### src/vtd_defines.vh
`ifndef VTD_DEFINES_VH
`define VTD_DEFINES_VH

// Register byte offsets on the Wishbone bus.
`define VTD_OFF_SEG 8'h00
`define VTD_OFF_CON1 8'h04
`define VTD_OFF_TFR 8'h08
`define VTD_OFF_MASK 8'h0C
`define VTD_OFF_STATE 8'h10
`define VTD_OFF_NODE0 8'h20

// Reset values.
`define VTD_RST_SEG 8'h00
`define VTD_RST_SPC 2'h0
`define VTD_RST_MASK 8'h00
`define VTD_RST_NODE 8'h00

// Field positions in a node control register.
`define VTD_NODE_LVL_MSB 3
`define VTD_NODE_ENA_BIT 6
`define VTD_NODE_REQ_BIT 7

// Spacing field code 0 gives 4 bytes; each step doubles it.
`define VTD_SPC_BASE_SHIFT 3'h2

// Trap numbers of the hardware traps.
`define VTD_TRAP_NMI 7'h02
`define VTD_TRAP_STKOF 7'h04
`define VTD_TRAP_STKUF 7'h06
`define VTD_TRAP_BRK 7'h08
`define VTD_TRAP_CLSB 7'h0A

// Trap numbers of the interrupt nodes.
`define VTD_NODE_TRAP0 7'h10
`define VTD_NODE_TRAP1 7'h20
`define VTD_NODE_TRAP2 7'h28
`define VTD_NODE_TRAP3 7'h2B
`define VTD_NODE_TRAP4 7'h40
`define VTD_NODE_TRAP5 7'h41
`define VTD_NODE_TRAP6 7'h4B
`define VTD_NODE_TRAP7 7'h4C

`endif

### src/vtd_dispatch.v
`timescale 1ns/1ns
`include "vtd_defines.vh"

// Contract
// - Vector segment comes from segment register.
// - Spacing field sets distance between vectors.
// - Spacing resets to four bytes.
// - Hardware trap offers ignore every enable and mask; mask_r gates irq_o.
// - Trap branches to its own vector; the class B traps share one.
// - Each trap sets its own flag bit.
// - Trap preempts unless same or higher trap running.
// - Trap service blocks interrupts and transfers.
// - Subchannel end node uses trap 4C.
// - Node register holds request, enable, priority.
// - Only strictly higher priority preempts service.
// - Software request bit acts like hardware.
module vtd_dispatch (
	input wire clk_i,
	input wire rst_i,
	input wire wb_cyc_i,
	input wire wb_stb_i,
	input wire wb_we_i,
	input wire [7:0] wb_adr_i,
	input wire [3:0] wb_sel_i,
	input wire [31:0] wb_dat_i,
	output reg [31:0] wb_dat_o,
	output reg wb_ack_o,
	input wire [7:0] trap_i,
	input wire [7:0] node_req_i,
	input wire vec_ack_i,
	input wire svc_done_i,
	output reg vec_valid_o,
	output reg [23:0] vec_addr_o,
	output reg [6:0] vec_trap_num_o,
	output reg vec_is_trap_o,
	output wire etc_allow_o,
	output wire irq_o
);

	localparam DEPTH = 8;

	reg [7:0] vector_segment_register_r;
	reg [1:0] vector_spacing_field_r;
	reg [7:0] trap_flag_register_r;
	reg [7:0] mask_r;
	reg [7:0] node_ctl_r [0:7];
	reg [7:0] trap_pend_r;
	reg ctx_trap_r;
	reg [3:0] ctx_lvl_r;
	reg [4:0] stk_r [0:DEPTH-1];
	reg [3:0] sp_r;
	reg off_trap_r;
	reg [2:0] off_idx_r;
	reg [3:0] off_lvl_r;
	reg [7:0] wr_tfr_clr;
	reg [7:0] ack_node_clr;
	reg [7:0] ack_trap_clr;
	reg sel_valid;
	reg sel_trap;
	reg [2:0] sel_idx;
	reg [3:0] sel_lvl;
	reg [6:0] sel_num;
	reg [2:0] spc_shift;
	reg [15:0] sel_off;
	reg [31:0] rd_data;
	integer i;
	integer j;
	integer k;
	integer m;
	integer n;

	wire bus_req;
	wire bus_wr;
	wire accept;

	// Trap number of each node, fixed by its wiring.
	function [6:0] node_trap;
		input [2:0] idx;
		begin
			case (idx)
				3'h0: node_trap = `VTD_NODE_TRAP0;
				3'h1: node_trap = `VTD_NODE_TRAP1;
				3'h2: node_trap = `VTD_NODE_TRAP2;
				3'h3: node_trap = `VTD_NODE_TRAP3;
				3'h4: node_trap = `VTD_NODE_TRAP4;
				3'h5: node_trap = `VTD_NODE_TRAP5;
				3'h6: node_trap = `VTD_NODE_TRAP6;
				3'h7: node_trap = `VTD_NODE_TRAP7;
				default: node_trap = `VTD_NODE_TRAP0;
			endcase
		end
	endfunction

	// Trap number of each hardware trap; the four class B traps share one.
	function [6:0] hw_trap;
		input [2:0] idx;
		begin
			case (idx)
				3'h0: hw_trap = `VTD_TRAP_NMI;
				3'h1: hw_trap = `VTD_TRAP_STKOF;
				3'h2: hw_trap = `VTD_TRAP_STKUF;
				3'h3: hw_trap = `VTD_TRAP_BRK;
				default: hw_trap = `VTD_TRAP_CLSB;
			endcase
		end
	endfunction

	// A single cycle slave: one wait state, then ack for one cycle.
	assign bus_req = wb_cyc_i & wb_stb_i & ~wb_ack_o;
	assign bus_wr = bus_req & wb_we_i & wb_sel_i[0];
	assign accept = vec_valid_o & vec_ack_i;

	// transfers are held off during a trap service.
	assign etc_allow_o = ~ctx_trap_r;

	// Interrupt line follows the unmasked trap flags.
	assign irq_o = |(trap_flag_register_r & mask_r);

	// Selection of the next vector to offer, traps first.
	always @*
	begin
		sel_valid = 1'b0;
		sel_trap = 1'b0;
		sel_idx = 3'h0;
		sel_lvl = 4'h0;
		// nodes must beat the running level strictly
		for (i = 7; i >= 0; i = i - 1)
		begin
			if (node_ctl_r[i][`VTD_NODE_REQ_BIT] && node_ctl_r[i][`VTD_NODE_ENA_BIT] &&
				(node_ctl_r[i][`VTD_NODE_LVL_MSB:0] > ctx_lvl_r) &&
				(!sel_valid || node_ctl_r[i][`VTD_NODE_LVL_MSB:0] > sel_lvl))
			begin
				sel_valid = 1'b1;
				sel_idx = i[2:0];
				sel_lvl = node_ctl_r[i][`VTD_NODE_LVL_MSB:0];
			end
		end
		// no standard request during a trap service
		if (ctx_trap_r)
			sel_valid = 1'b0;
		for (j = 7; j >= 0; j = j - 1)
		begin
			// only the same or a higher running trap holds it off
			if (trap_pend_r[j] && (!ctx_trap_r || j[3:0] < ctx_lvl_r))
			begin
				sel_valid = 1'b1;
				sel_trap = 1'b1;
				sel_idx = j[2:0];
				sel_lvl = j[3:0];
			end
		end
	end

	// Vector address formed from segment, trap number and spacing.
	always @*
	begin
		sel_num = sel_trap ? hw_trap(sel_idx) : node_trap(sel_idx);
		spc_shift = `VTD_SPC_BASE_SHIFT + {1'b0, vector_spacing_field_r};
		// offset is trap number times spacing
		sel_off = {9'h000, sel_num} << spc_shift;
	end

	// Offer register toward the CPU core, refreshed until taken.
	always @(posedge clk_i)
	begin
		if (rst_i)
		begin
			vec_valid_o <= 1'b0;
			vec_addr_o <= 24'h000000;
			vec_trap_num_o <= 7'h00;
			vec_is_trap_o <= 1'b0;
			off_trap_r <= 1'b0;
			off_idx_r <= 3'h0;
			off_lvl_r <= 4'h0;
		end
		else if (accept)
			vec_valid_o <= 1'b0;
		else
		begin
			vec_valid_o <= sel_valid;
			// segment register gives the upper address
			vec_addr_o <= {vector_segment_register_r, sel_off};
			vec_trap_num_o <= sel_num;
			// trap offered like an interrupt entry
			vec_is_trap_o <= sel_trap;
			off_trap_r <= sel_trap;
			off_idx_r <= sel_idx;
			off_lvl_r <= sel_lvl;
		end
	end

	// Clear masks produced by bus writes and by accepted entries.
	always @*
	begin
		wr_tfr_clr = 8'h00;
		ack_node_clr = 8'h00;
		ack_trap_clr = 8'h00;
		if (bus_wr && wb_adr_i == `VTD_OFF_TFR)
			wr_tfr_clr = wb_dat_i[7:0];
		if (accept && !off_trap_r)
			ack_node_clr[off_idx_r] = 1'b1;
		if (accept && off_trap_r)
			ack_trap_clr[off_idx_r] = 1'b1;
	end

	// Context and nesting stack of running services.
	always @(posedge clk_i)
	begin
		if (rst_i)
		begin
			ctx_trap_r <= 1'b0;
			ctx_lvl_r <= 4'h0;
			sp_r <= 4'h0;
			for (k = 0; k < DEPTH; k = k + 1)
				stk_r[k] <= 5'h00;
		end
		else if (accept)
		begin
			if (sp_r < DEPTH)
			begin
				stk_r[sp_r[2:0]] <= {ctx_trap_r, ctx_lvl_r};
				sp_r <= sp_r + 4'h1;
			end
			ctx_trap_r <= off_trap_r;
			ctx_lvl_r <= off_lvl_r;
		end
		else if (svc_done_i && sp_r != 4'h0)
		begin
			ctx_trap_r <= stk_r[sp_r[2:0] - 3'h1][4];
			ctx_lvl_r <= stk_r[sp_r[2:0] - 3'h1][3:0];
			sp_r <= sp_r - 4'h1;
		end
		else if (svc_done_i)
		begin
			ctx_trap_r <= 1'b0;
			ctx_lvl_r <= 4'h0;
		end
	end

	// Trap flags and pending traps; a new event wins over a clear.
	always @(posedge clk_i)
	begin
		if (rst_i)
		begin
			trap_flag_register_r <= 8'h00;
			trap_pend_r <= 8'h00;
		end
		else
		begin
			// flags clear only on a software write of one; pending traps clear on accept
			trap_flag_register_r <= (trap_flag_register_r & ~wr_tfr_clr) | trap_i;
			trap_pend_r <= (trap_pend_r & ~ack_trap_clr) | trap_i;
		end
	end

	// Node control registers, configuration and bus writes.
	always @(posedge clk_i)
	begin
		if (rst_i)
		begin
			vector_segment_register_r <= `VTD_RST_SEG;
			vector_spacing_field_r <= `VTD_RST_SPC;
			mask_r <= `VTD_RST_MASK;
			for (m = 0; m < 8; m = m + 1)
				node_ctl_r[m] <= `VTD_RST_NODE;
		end
		else
		begin
			if (bus_wr && wb_adr_i == `VTD_OFF_SEG)
				vector_segment_register_r <= wb_dat_i[7:0];
			if (bus_wr && wb_adr_i == `VTD_OFF_CON1)
				vector_spacing_field_r <= wb_dat_i[1:0];
			if (bus_wr && wb_adr_i == `VTD_OFF_MASK)
				mask_r <= wb_dat_i[7:0];
			for (m = 0; m < 8; m = m + 1)
			begin
				// request, enable and level per node
				// software set raises a request too
				if (bus_wr && wb_adr_i == `VTD_OFF_NODE0 + {m[5:0], 2'h0})
					node_ctl_r[m] <= wb_dat_i[7:0];
				else if (ack_node_clr[m])
					node_ctl_r[m][`VTD_NODE_REQ_BIT] <= 1'b0;
				if (node_req_i[m])
					node_ctl_r[m][`VTD_NODE_REQ_BIT] <= 1'b1;
			end
		end
	end

	// Read data selection; unmapped offsets read as zero.
	always @*
	begin
		rd_data = 32'h00000000;
		case (wb_adr_i)
			`VTD_OFF_SEG: rd_data[7:0] = vector_segment_register_r;
			`VTD_OFF_CON1: rd_data[1:0] = vector_spacing_field_r;
			`VTD_OFF_TFR: rd_data[7:0] = trap_flag_register_r;
			`VTD_OFF_MASK: rd_data[7:0] = mask_r;
			`VTD_OFF_STATE: rd_data[8:0] = {sp_r, ctx_trap_r, ctx_lvl_r};
			default:
			begin
				for (n = 0; n < 8; n = n + 1)
					if (wb_adr_i == `VTD_OFF_NODE0 + {n[5:0], 2'h0})
						rd_data[7:0] = node_ctl_r[n];
			end
		endcase
	end

	// Bus answer registers.
	always @(posedge clk_i)
	begin
		if (rst_i)
		begin
			wb_ack_o <= 1'b0;
			wb_dat_o <= 32'h00000000;
		end
		else
		begin
			wb_ack_o <= bus_req;
			wb_dat_o <= bus_req ? rd_data : 32'h00000000;
		end
	end

endmodule

### config.mk
export PLATFORM = sky130hd
export DESIGN_NAME = vtd_dispatch
export DESIGN_NICKNAME = d
export VERILOG_FILES = /design/src/vtd_dispatch.v
export VERILOG_INCLUDE_DIRS = /design/src
export SDC_FILE = /design/constraint.sdc
export NUM_CORES = 1
export LEC_CHECK = 0
export ABC_CLOCK_PERIOD_IN_PS = 12300
export BUFFER_PORTS_ARGS = -buffer_cell sky130_fd_sc_hd__buf_4
export CAP_MARGIN = 20
export CORE_ASPECT_RATIO = 0.5
export CORE_UTILIZATION = 53
export CTS_CLUSTER_SIZE = 8
export DETAILED_ROUTE_END_ITERATION = 7
export PLACE_DENSITY = 0.84
export SYNTH_ARGS = -nofsm -noshare
export SYNTH_HDL_FRONTEND = slang
export SYNTH_SLANG_ARGS = --single-unit
### constraint.sdc
create_clock -name clk_i -period 12.3 [get_ports clk_i]
set_clock_uncertainty 0.05 [all_clocks]
set_input_delay 0 -clock clk_i [delete_from_list [all_inputs] [get_ports clk_i]]
set_output_delay 0 -clock clk_i [all_outputs]
set_load 0.02 [all_outputs]
# Word level (Yosys, flattened, before mapping)
# Memory sizes are Yosys's and may differ from the RTL's.
# Cells that the tools add are included.
dict set report word_totals {
  reg_bits 116
  ram_bits 104
  mem_bits_ro 56
  in_bits 67
  out_inout_bits 68
  word_cells 386
  n_memories 3
}
dict set report classes {
  n_addsub 4
  order_cmp 26
  n_eq_ne 16
  shift 1
  n_mux 196
  bitwise_logic 40
  n_reduce_logical 82
}
# memory words width read_ports rd_clocked_by_memory_dff write_ports line_no
set memory_table {}
lappend memory_table {node_ctl_r 8 8 8 0 8 vtd_dispatch.v:46} ;# reg [7:0] node_ctl_r [0:7];
lappend memory_table {{(name not given)} 8 7 1 0 0 vtd_dispatch.v:80} ;# case (idx)
lappend memory_table {stk_r 8 5 1 0 8 vtd_dispatch.v:50} ;# reg [4:0] stk_r [0:DEPTH-1];
# op n
set op_table {}
lappend op_table {{8-bit 2-to-1 mux} 19}
lappend op_table {{1-bit 2-to-1 mux} 132}
lappend op_table {{4-bit 2-to-1 mux} 22}
lappend op_table {{8-bit by 6-bit == test with 1-bit output, second input constant} 8}
lappend op_table {{4-bit greater-than comparator} 15}
lappend op_table {{3-bit 2-to-1 mux} 17}
lappend op_table {{1-bit logical AND} 47}
lappend op_table {{6-bit one-hot mux with 5 select lines} 1}
lappend op_table {{8-bit bitwise AND} 3}
lappend op_table {{1-bit OR} 24}
lappend op_table {{8-bit by 4-bit == test with 1-bit output, second input constant} 2}
lappend op_table {{3-bit by 4-bit less-than comparator with 1-bit output, first input constant} 4}
lappend op_table {{8-bit NOT} 2}
lappend op_table {{8-bit OR} 2}
lappend op_table {{4-bit one-hot mux with 4 select lines} 1}
lappend op_table {{7-bit by 3-bit << shifter with 16-bit output} 1}
lappend op_table {{1-bit logical OR} 15}
lappend op_table {{2-bit one-hot mux with 5 select lines} 1}
lappend op_table {{1-bit logical NOT} 9}
lappend op_table {{8-bit by 3-bit == test with 1-bit output, second input constant} 1}
lappend op_table {{8-bit by 5-bit == test with 1-bit output, second input constant} 1}
lappend op_table {{8-bit logical NOT} 1}
lappend op_table {{1-bit by 4-bit less-than comparator with 1-bit output, first input constant} 2}
lappend op_table {{2-bit by 4-bit less-than comparator with 1-bit output, first input constant} 2}
lappend op_table {{24 further kinds} 33}

# Logic depth before layout (Yosys ltp)
# Gate-level depths: netlist of the first run.
# An unclocked memory read counts as a cell.
dict set report depth {
  word_depth 44
  depth_mapped 82
  ltp_nobuf 75
}

# Least setup slack after synthesis of the first run
# No wires, ideal clock.
dict set report synth_timing {
  kind {register to register}
  start {reg ctx_lvl_r[1]}
  end {reg vec_addr_o[4]}
  setup_ns 0.119
  arrival_ns 12.669
  t_required_ns 12.131
  slack_ns -0.537
  path_stages_with_launch 77
  path_cell_list {dfxtp_1 -> buf_2 -> inv_1 -> clkbuf_1 -> ha_1 -> nand4_1 -> nand3_1 -> a21oi_4 -> nand2_1 -> ha_1 -> nor2b_1 -> o21a_1 -> o21a_1 -> o211ai_1 -> and2_1 -> buf_6 -> a22o_1 -> inv_1 -> (+41 left out) -> nor2b_1 -> o21ai_0 -> nand2b_1 -> a21oi_1 -> a41o_1 -> a21oi_4 -> buf_4 -> a311o_1 -> nand2_1 -> a31oi_1 -> inv_1 -> ha_1 -> nor2_1 -> or4_1 -> nand2_1 -> a21oi_1 -> o21a_1 -> o221a_1}
}
dict set report synth_between {
  elab_chain_cells 43
}
# item line_no
set synth_lines {}
lappend synth_lines {{start, declared} vtd_dispatch.v:49} ;# reg [3:0] ctx_lvl_r;
lappend synth_lines {{start signal, assigned} vtd_dispatch.v:225} ;# ctx_lvl_r <= off_lvl_r;
lappend synth_lines {{start signal, assigned} vtd_dispatch.v:230} ;# ctx_lvl_r <= stk_r[sp_r[2:0] - 3'h1][3:0];
lappend synth_lines {{4-bit greater-than comparator} vtd_dispatch.v:130} ;# (node_ctl_r[i][`VTD_NODE_LVL_MSB:0] > ctx_lvl_r) &&
lappend synth_lines {{1-bit logical AND} vtd_dispatch.v:129} ;# if (node_ctl_r[i][`VTD_NODE_REQ_BIT] && node_ctl_r[i][`VTD_NODE_ENA_BIT] &&
lappend synth_lines {{4-bit 2-to-1 mux or 1-bit 2-to-1 mux (tied branches)} vtd_dispatch.v:129}
lappend synth_lines {{4-bit greater-than comparator or 1-bit logical NOT (tied branches)} vtd_dispatch.v:131} ;# (!sel_valid || node_ctl_r[i][`VTD_NODE_LVL_MSB:0] > sel_lvl))
lappend synth_lines {{1-bit logical OR} vtd_dispatch.v:131}
lappend synth_lines {{1-bit logical AND} vtd_dispatch.v:129}
lappend synth_lines {{4-bit 2-to-1 mux or 1-bit 2-to-1 mux (tied branches)} vtd_dispatch.v:129}
lappend synth_lines {{4-bit greater-than comparator or 1-bit logical NOT (tied branches)} vtd_dispatch.v:131}
lappend synth_lines {{(+22 left out)} --}
lappend synth_lines {{3-bit 2-to-1 mux} vtd_dispatch.v:129}
lappend synth_lines {{3-bit 2-to-1 mux (7 in a row)} vtd_dispatch.v:144} ;# if (trap_pend_r[j] && (!ctx_trap_r || j[3:0] < ctx_lvl_r))
lappend synth_lines {{3-bit 2-to-1 mux (*)} vtd_dispatch.v:144}
lappend synth_lines {{net hw_trap.idx[0]} vtd_dispatch.v:96} ;# input [2:0] idx;
lappend synth_lines {{3-bit by 2-bit == test with 1-bit output, or another cell as far along} vtd_dispatch.v:98} ;# case (idx)
lappend synth_lines {{4-bit one-hot mux with 4 select lines} vtd_dispatch.v:98}
lappend synth_lines {{7-bit 2-to-1 mux (*)} vtd_dispatch.v:157} ;# sel_num = sel_trap ? hw_trap(sel_idx) : node_trap(sel_idx);
lappend synth_lines {{7-bit by 3-bit << shifter with 16-bit output (*)} vtd_dispatch.v:160} ;# sel_off = {9'h000, sel_num} << spc_shift;
lappend synth_lines {{end signal, assigned} vtd_dispatch.v:182} ;# vec_addr_o <= {vector_segment_register_r, sel_off};
lappend synth_lines {{end, declared} vtd_dispatch.v:33} ;# output reg [23:0] vec_addr_o,
# The timed path passes the listed nets; every way through them passes the cells marked *.
# A chain may end at the register's enable or synchronous reset.

==> flow_metrics.py, run 1 <==
metrics = {
    "power": {
        "ir_worst_vdd_mv": 0.1085,
        "finalPower_w": 0.002252,
        "p_per_area_mw_per_mm2": 160.9,
        "leakage_nw": 5.347,
    },
    "cells_and_area": {
        "final_nets": 1477,
        "final_util_pct": 67.49,
        "fillerInstances": 1458,
        "area_growth_pct": 23.82,
        "drive_above_1_share_pct": 24.02,
        "final_common_cell": "nor2_1",
        "post-route-cell-area_mm2": 0.01400,
        "num_antenna_cells": 0,
        "final_cell_mix": "nor2_1 (156), buf_4 (143), nand2_1 (104), edfxtp_1 (104), dfxtp_1 (90)",
    },
    "critical_path": {
        "slowest_stage": "edfxtp_1",
        "start_kind": "flip-flop",
        "cpMostUsedCell": "ha_4",
        "crit_arrival_ns": 12.63,
        "cpPeakStageDelay_ns": 0.43,
        "critical_path_buf_inv_count": 4,
        "cp_max_fo": 8,
        "worstSetupPathType": "flip-flop to flip-flop",
        "cpLargestDelayFamily": "compound AO/OA/AOI/OAI gates",
        "rrSetupSlack_ns": -0.05,
        "required_ns": 12.59,
        "endpoint_kind": "flip-flop",
    },
    "synth": {
        "async_flop_share_pct": 0,
        "synth-seq-cells": 195,
        "ys.flop_type": "edfxtp_1",
        "ys_warn_count": 0,
        "syn-cell-area_mm2": 0.01130,
        "synth.distinct_cells": 88,
        "ys_seq_area_share_pct": 43.74,
        "synth_cells": 1201,
        "synth_edf_count": 104,
        "synth_area_per_cell_um2": 9.413,
    },
    "sta": {
        "final-hold-violation-count": 0,
        "period_share_pct": 100.4,
        "tightestPinTransition_ns": 1.010,
        "period_minus_slack_ns": 12.35,
        "rsz0062_at_grt": "true",
        "setup_viol": 2,
        "setup_ws_ns": -0.04524,
        "slew_headroom_pct": 32.39,
        "drv_slew": 0,
        "max_clock_freq_mhz": 81.00,
    },
    "detailed_routing": {
        "vias": 10890,
        "ant_nets": 0,
        "first_iter_violations": 1525,
        "vias_per_cell": 6.699,
        "drt-total-wl_mm": 37.64,
        "drt-pass1-iter-count": 8,
        "post-route-drc-count": 3,
        "avgRoutedWirePerCell_um": 23.15,
    },
    "die": {
        "start_util_pct": 54.51,
        "die_w_um": 208.5,
        "num_rows": 37,
        "die_area_mm2": 0.02195,
        "fp.dieH_um": 105.3,
        "ioPinCount": 135,
        "coreArea_mm2": 0.02074,
    },
    "placed_design": {
        "postPlaceCellArea_mm2": 0.01221,
        "routabilityCongestion": 1.021,
        "hpwl_mm": 25.18,
        "numPortBuffers": 82,
        "dpl_worst_slack_ns": -0.1693,
    },
    "global_route": {
        "grt_max_degree": 68,
        "grt-ovfl-total": 0,
        "first_global_vias": 10050,
        "grt_pass1_wl_mm": 53.83,
        "antenna_found_initial": 0,
        "track_usage_pct": 32.24,
    },
    "flow_run": {
        "drv_cap": 0,
    },
    "cts": {
        "cts_max_level": 4,
        "tritoncts": "built",
        "cts_buffer_depth": 2,
        "clk_pin_slew_ns": 0.08,
        "root_buffer": "clkbuf_16",
        "numCtsBuffers": 17,
        "insertion_delay_ns": 0.45,
        "clock-sinks": 195,
    },
    "hold_path": {
        "min_path_type": "input port to flip-flop",
    },
    "run_status": {
        "outcome": "complete, but fails checks",
        "violations": "DRC, setup timing",
    },
}
-- cell type report --
type | count | area (µm²) | share of cell area [%]
Multi-Input combinational cell | 892 | 6447 | 46.06
Clock inverter | 14 | 166.4 | 1.189
Tap cell | 273 | 341.6 | 2.440
Sequential cell | 195 | 4946 | 35.34
Timing Repair Buffer | 183 | 1475 | 10.54
Inverter | 51 | 191.4 | 1.368
Clock buffer | 18 | 429.2 | 3.066
-- logic make-up after synthesis --
kind of cell,after synthesis,synth area share (%)
flops,195,43.74
other cells,1,0.03317
simple gates,449,18.69
compound gates,296,18.28
fa+ha+maj,71,7.903
mux,47,5.357
buf+inv,138,5.678
xor+xnor,4,0.3100
-- path summary, 6_finish.rpt --
check / startpoint / to / cells after the start
setup / recovery: node_ctl_r[1][25] / vec_addr_o[4] / 70
hold / removal: wb_adr_i[5] / wb_dat_o[8] / 3
setup reg to reg: node_ctl_r[1][25] / vec_addr_o[4] / 70
hold reg to reg: vec_trap_num_o[0] / vec_trap_num_o[0] / 2
-- stage by stage --
step,std cells,setup TNS (ns),hold slack [ns]
after floorplan,1225,0,0.06743
after global placement,1523,0,0.1808
after detailed placement,1524,-0.4992,0.1856
after CTS,1607,0,0.01729
after global routing,1626,-3.399,0.06865
final,1626,-0.05480,0.04273
-- power breakdown --
group	internal, W	total, W	switching (W)
Combinational	0.000375	0.000903	0.000528
Sequential	0.000731	0.000789	0.0000583
Clock	0.000274	0.000560	0.000285
-- registers in the layout, summed over array words and instances (netlist names), 2 cells and up --
register and count:
vec_addr_o 22, ctx_lvl_r 4, trap_pend_r 8, vector_spacing_field_r 2, sp_r 4, wb_dat_o 9
stk_r 40, mask_r 8, node_ctl_r 64, off_lvl_r 4, vec_trap_num_o 7, off_idx_r 3
vector_segment_register_r 8, trap_flag_register_r 8
-- per-layer routing --
metal,GRT usage (%),vias up,part of all wire (%)
met3,10.79,206,15
met4,14.65,0,4.8
met2,50.07,892,44
met1,40.96,5141,36
met5,0,-,0
li1,-,4653,-
-- Yosys cell counts (all sizes together) (4+ instances only) --
master / count / area, µm²
nand3: 29 / 145.1
o21a: 15 / 112.6
a221oi: 27 / 255.2
nand4: 19 / 118.9
inv: 48 / 180.2
a21o: 9 / 68.82
nand2b: 9 / 56.30
nor3: 49 / 294.0
nor4: 13 / 81.33
clkbuf: 49 / 183.9
a222oi: 4 / 40.04
o21ai: 49 / 245.2
nand2: 113 / 426.7
o31ai: 5 / 37.54
or2: 6 / 37.54
a311o: 4 / 40.04
a211o: 6 / 52.55
nor2: 168 / 640.6
a211oi: 7 / 57.55
nor2b: 17 / 116.4
a31oi: 16 / 106.4
mux2: 8 / 90.09
dfxtp: 91 / 1822
a21oi: 99 / 540.5
edfxtp: 104 / 3123
and2: 6 / 37.54
mux4: 10 / 225.2
or4: 4 / 30.03
o211ai: 14 / 115.1
mux2i: 29 / 290.3
a22oi: 7 / 52.55
and3: 7 / 43.79
buf: 38 / 266.5
ha: 69 / 863.3
-- worst register-to-register path: cells and delay by family, from the launching register on --
family / cells / cell delay, ns
buffers and inverters: 4 / 0.40
flip-flops: 1 / 0.43
adder cells (fa/ha/maj): 9 / 2.20
AO/OA/AOI/OAI: 39 / 7.01
AND/OR/NAND/NOR: 18 / 2.20
-- what timing repair did --
item / in CTS / in global routing
buffers inserted: 17 / 19
gates cloned: 0 / 0
resized for setup: 22 / 88
pin swaps: 19 / 71
setup endpoints to repair: 8 / 15
hold buffers: 34 / 0
endpoints found under the hold margin: 61 / 0
Power figures use the tool's default switching activity.
==> run 2: changes to the inputs <==
- CORE_UTILIZATION: 53 -> 40
- PLACE_DENSITY: 0.84 -> 0.68
==> flow_metrics.py, run 2 (synthesis results as in run 1) <==
metrics = {
    "placed_design": {
        "hpwl_mm": 26.04,
        "numPortBuffers": 82,
        "routabilityCongestion": 1.005,
        "dp_cells": 1631,
        "postPlaceCellArea_mm2": 0.01233,
    },
    "power": {
        "leakage_nw": 5.368,
        "intPower_w": 0.001397,
        "power_frac_seq_pct": 34.9,
        "p_sw_share_pct": 38.12,
        "p_switching_w": 0.0008606,
        "p_comb_share_pct": 39.0,
        "ir_worst_vdd_mv": 0.1094,
        "clock_power_share_pct": 26.1,
        "p_per_area_mw_per_mm2": 159.9,
    },
    "cells_and_area": {
        "area_growth_pct": 24.90,
        "stdcell_count": 1731,
        "final_cell_mix": "nor2_1 (158), buf_4 (139), nand2_1 (105)",
        "final_util_pct": 50.86,
        "post-route-cell-area_mm2": 0.01412,
        "num_antenna_cells": 0,
        "final_common_cell": "nor2_1",
        "largest-register": "node_ctl_r",
        "drive_above_1_share_pct": 23.57,
        "final_nets": 1473,
        "top_regs": "node_ctl_r x64, stk_r x40, vec_addr_o x22",
        "largest_register_ffs": 64,
    },
    "detailed_routing": {
        "avgRoutedWirePerCell_um": 21.50,
        "vias_per_cell": 6.088,
        "drt-total-wl_mm": 37.21,
        "first_iter_violations": 1411,
        "post-route-drc-count": 0,
        "drt-pass1-iter-count": 6,
        "ant_nets": 0,
        "vias": 10540,
    },
    "critical_path": {
        "r2r-end": "vec_addr_o[4]",
        "worstSetupPathType": "flip-flop to flip-flop",
        "start_kind": "flip-flop",
        "cpPeakStageDelay_ns": 0.46,
        "rrSetupSlack_ns": -0.06,
        "required_ns": 12.61,
        "rr_startpoint": "node_ctl_r[1][25]",
        "slowest_stage": "edfxtp_1",
        "reg2regPathDepth": 71,
        "endpoint_kind": "flip-flop",
        "crit_arrival_ns": 12.67,
        "cp_max_fo": 8,
    },
    "die": {
        "die_area_mm2": 0.02898,
        "die_w_um": 239.7,
        "num_rows": 43,
        "fp.dieH_um": 120.9,
        "coreArea_mm2": 0.02776,
        "start_util_pct": 40.72,
        "ioPinCount": 135,
    },
    "cts": {
        "cts_buffer_depth": 2,
        "insertion_delay_ns": 0.46,
        "clock-sinks": 195,
        "numCtsBuffers": 17,
        "cts_max_level": 4,
        "tritoncts": "built",
        "clk_pin_slew_ns": 0.08,
        "root_buffer": "clkbuf_16",
    },
    "sta": {
        "slew_headroom_pct": 30.91,
        "tightestPinTransition_ns": 1.032,
        "drv_slew": 0,
        "setup_viol": 3,
        "setup_ws_ns": -0.05737,
        "period_minus_slack_ns": 12.36,
        "rsz0062_at_grt": "true",
        "final-hold-violation-count": 0,
        "period_share_pct": 100.5,
        "max_clock_freq_mhz": 80.92,
    },
    "hold_path": {
        "min_path_cells": 5,
        "min_path_type": "input port to flip-flop",
        "min_to": "vec_trap_num_o[0]",
        "hold_start": "vec_ack_i",
    },
    "global_route": {
        "track_usage_pct": 24.37,
        "grt_max_degree": 63,
        "grt_pass1_wl_mm": 53.50,
        "grt-ovfl-total": 0,
        "antenna_found_initial": 0,
        "first_global_vias": 9578,
    },
    "run_status": {
        "violations": "setup timing",
        "outcome": "complete, but fails checks",
    },
    "flow_run": {
        "drv_cap": 0,
    },
}
[run 2: cell types whose count changed in the layout (fill, tap and decap cells not counted), moves of 2 or more]
cell      before  now
a21oi_1       83   81
a21oi_2       12   15
buf_4        143  139
clkinv_4       4    0
ha_4          18   16
inv_1         41   43
inv_2          7    5
inv_6          1    6
nand2_2        8    6
nor2_1       156  158
o21ai_1        3    5
[run 2: power groups by stage]
stage               Clock, W  Combinational (W)  Sequential [W]
detailed placement         0           0.000700        0.000798
finish              0.000589           0.000882        0.000787
global route        0.000617           0.000933        0.000791
global placement           0           0.000675        0.000796
floorplan                  0           0.000502        0.000780
CTS                 0.000595           0.000726        0.000783
[run 2: timing repair]
item / in CTS / in global routing
gates resized for setup: 3 / 104
pin swaps: 2 / 50
cloned: 0 / 1
hold endpoints to repair: 64 / 0
setup endpoints to repair: 5 / 18
hold buffers: 33 / 0
buffers inserted: 7 / 26
[run 2: how the worst max path moves through the flow]
stage | endpoint | depth (start not counted) | start | slack [ns]
after floorplan | vec_addr_o[4] | 76 | ctx_lvl_r[1] | 0.05
after global placement | vec_addr_o[4] | 69 | node_ctl_r[1][25] | 0.39
after detailed placement | vec_addr_o[4] | 69 | node_ctl_r[1][25] | -0.12
after CTS | vec_addr_o[4] | 69 | node_ctl_r[1][25] | 0.0008
after global routing | vec_addr_o[4] | 71 | node_ctl_r[1][25] | -0.56
final | vec_addr_o[4] | 71 | node_ctl_r[1][25] | -0.06
[run 2: routing by layer]
metal / global-route usage [%] / wire length [µm]
met1: 32.49 / 15310
met2: 38.70 / 17070
met3: 5.232 / 3372
met4: 9.455 / 1462
met5: 0 / 0
[run 2: through the flow]
step,power (W),setup WS [ns],TNS (ns),hold WS (ns)
2_1_floorplan,0.001282,0.05269,0,0.06743
3_3_place_gp,0.001471,0.3886,0,0.1892
3_5_place_dp,0.001498,-0.1177,-0.2228,0.1939
4_1_cts,0.002104,0.0007674,0,0.06606
5_1_grt,0.002341,-0.5588,-5.455,0.08602
6_report,0.002258,-0.05737,-0.1116,0.08655
[run 2: critical path, delay by kind of cell (launching register included)]
family | cells | cell delay [ns]
AND/OR/NAND/NOR | 22 | 2.79
flip-flops | 1 | 0.46
AO/OA/AOI/OAI | 36 | 6.32
adder cells (fa/ha/maj) | 9 | 2.14
buffers and inverters | 4 | 0.44
[run 2: cell type report]
| cell class | count | area (µm²) |
|---|---|---|
| Clock buffer | 17 | 425.4 |
| Clock inverter | 15 | 197.7 |
| Fill cell | 2509 | 13640 |
| Inverter | 51 | 191.4 |
| Multi-Input combinational cell | 893 | 6447 |
| Sequential cell | 195 | 4945 |
| Tap cell | 382 | 478.0 |
| Timing Repair Buffer | 178 | 1435 |
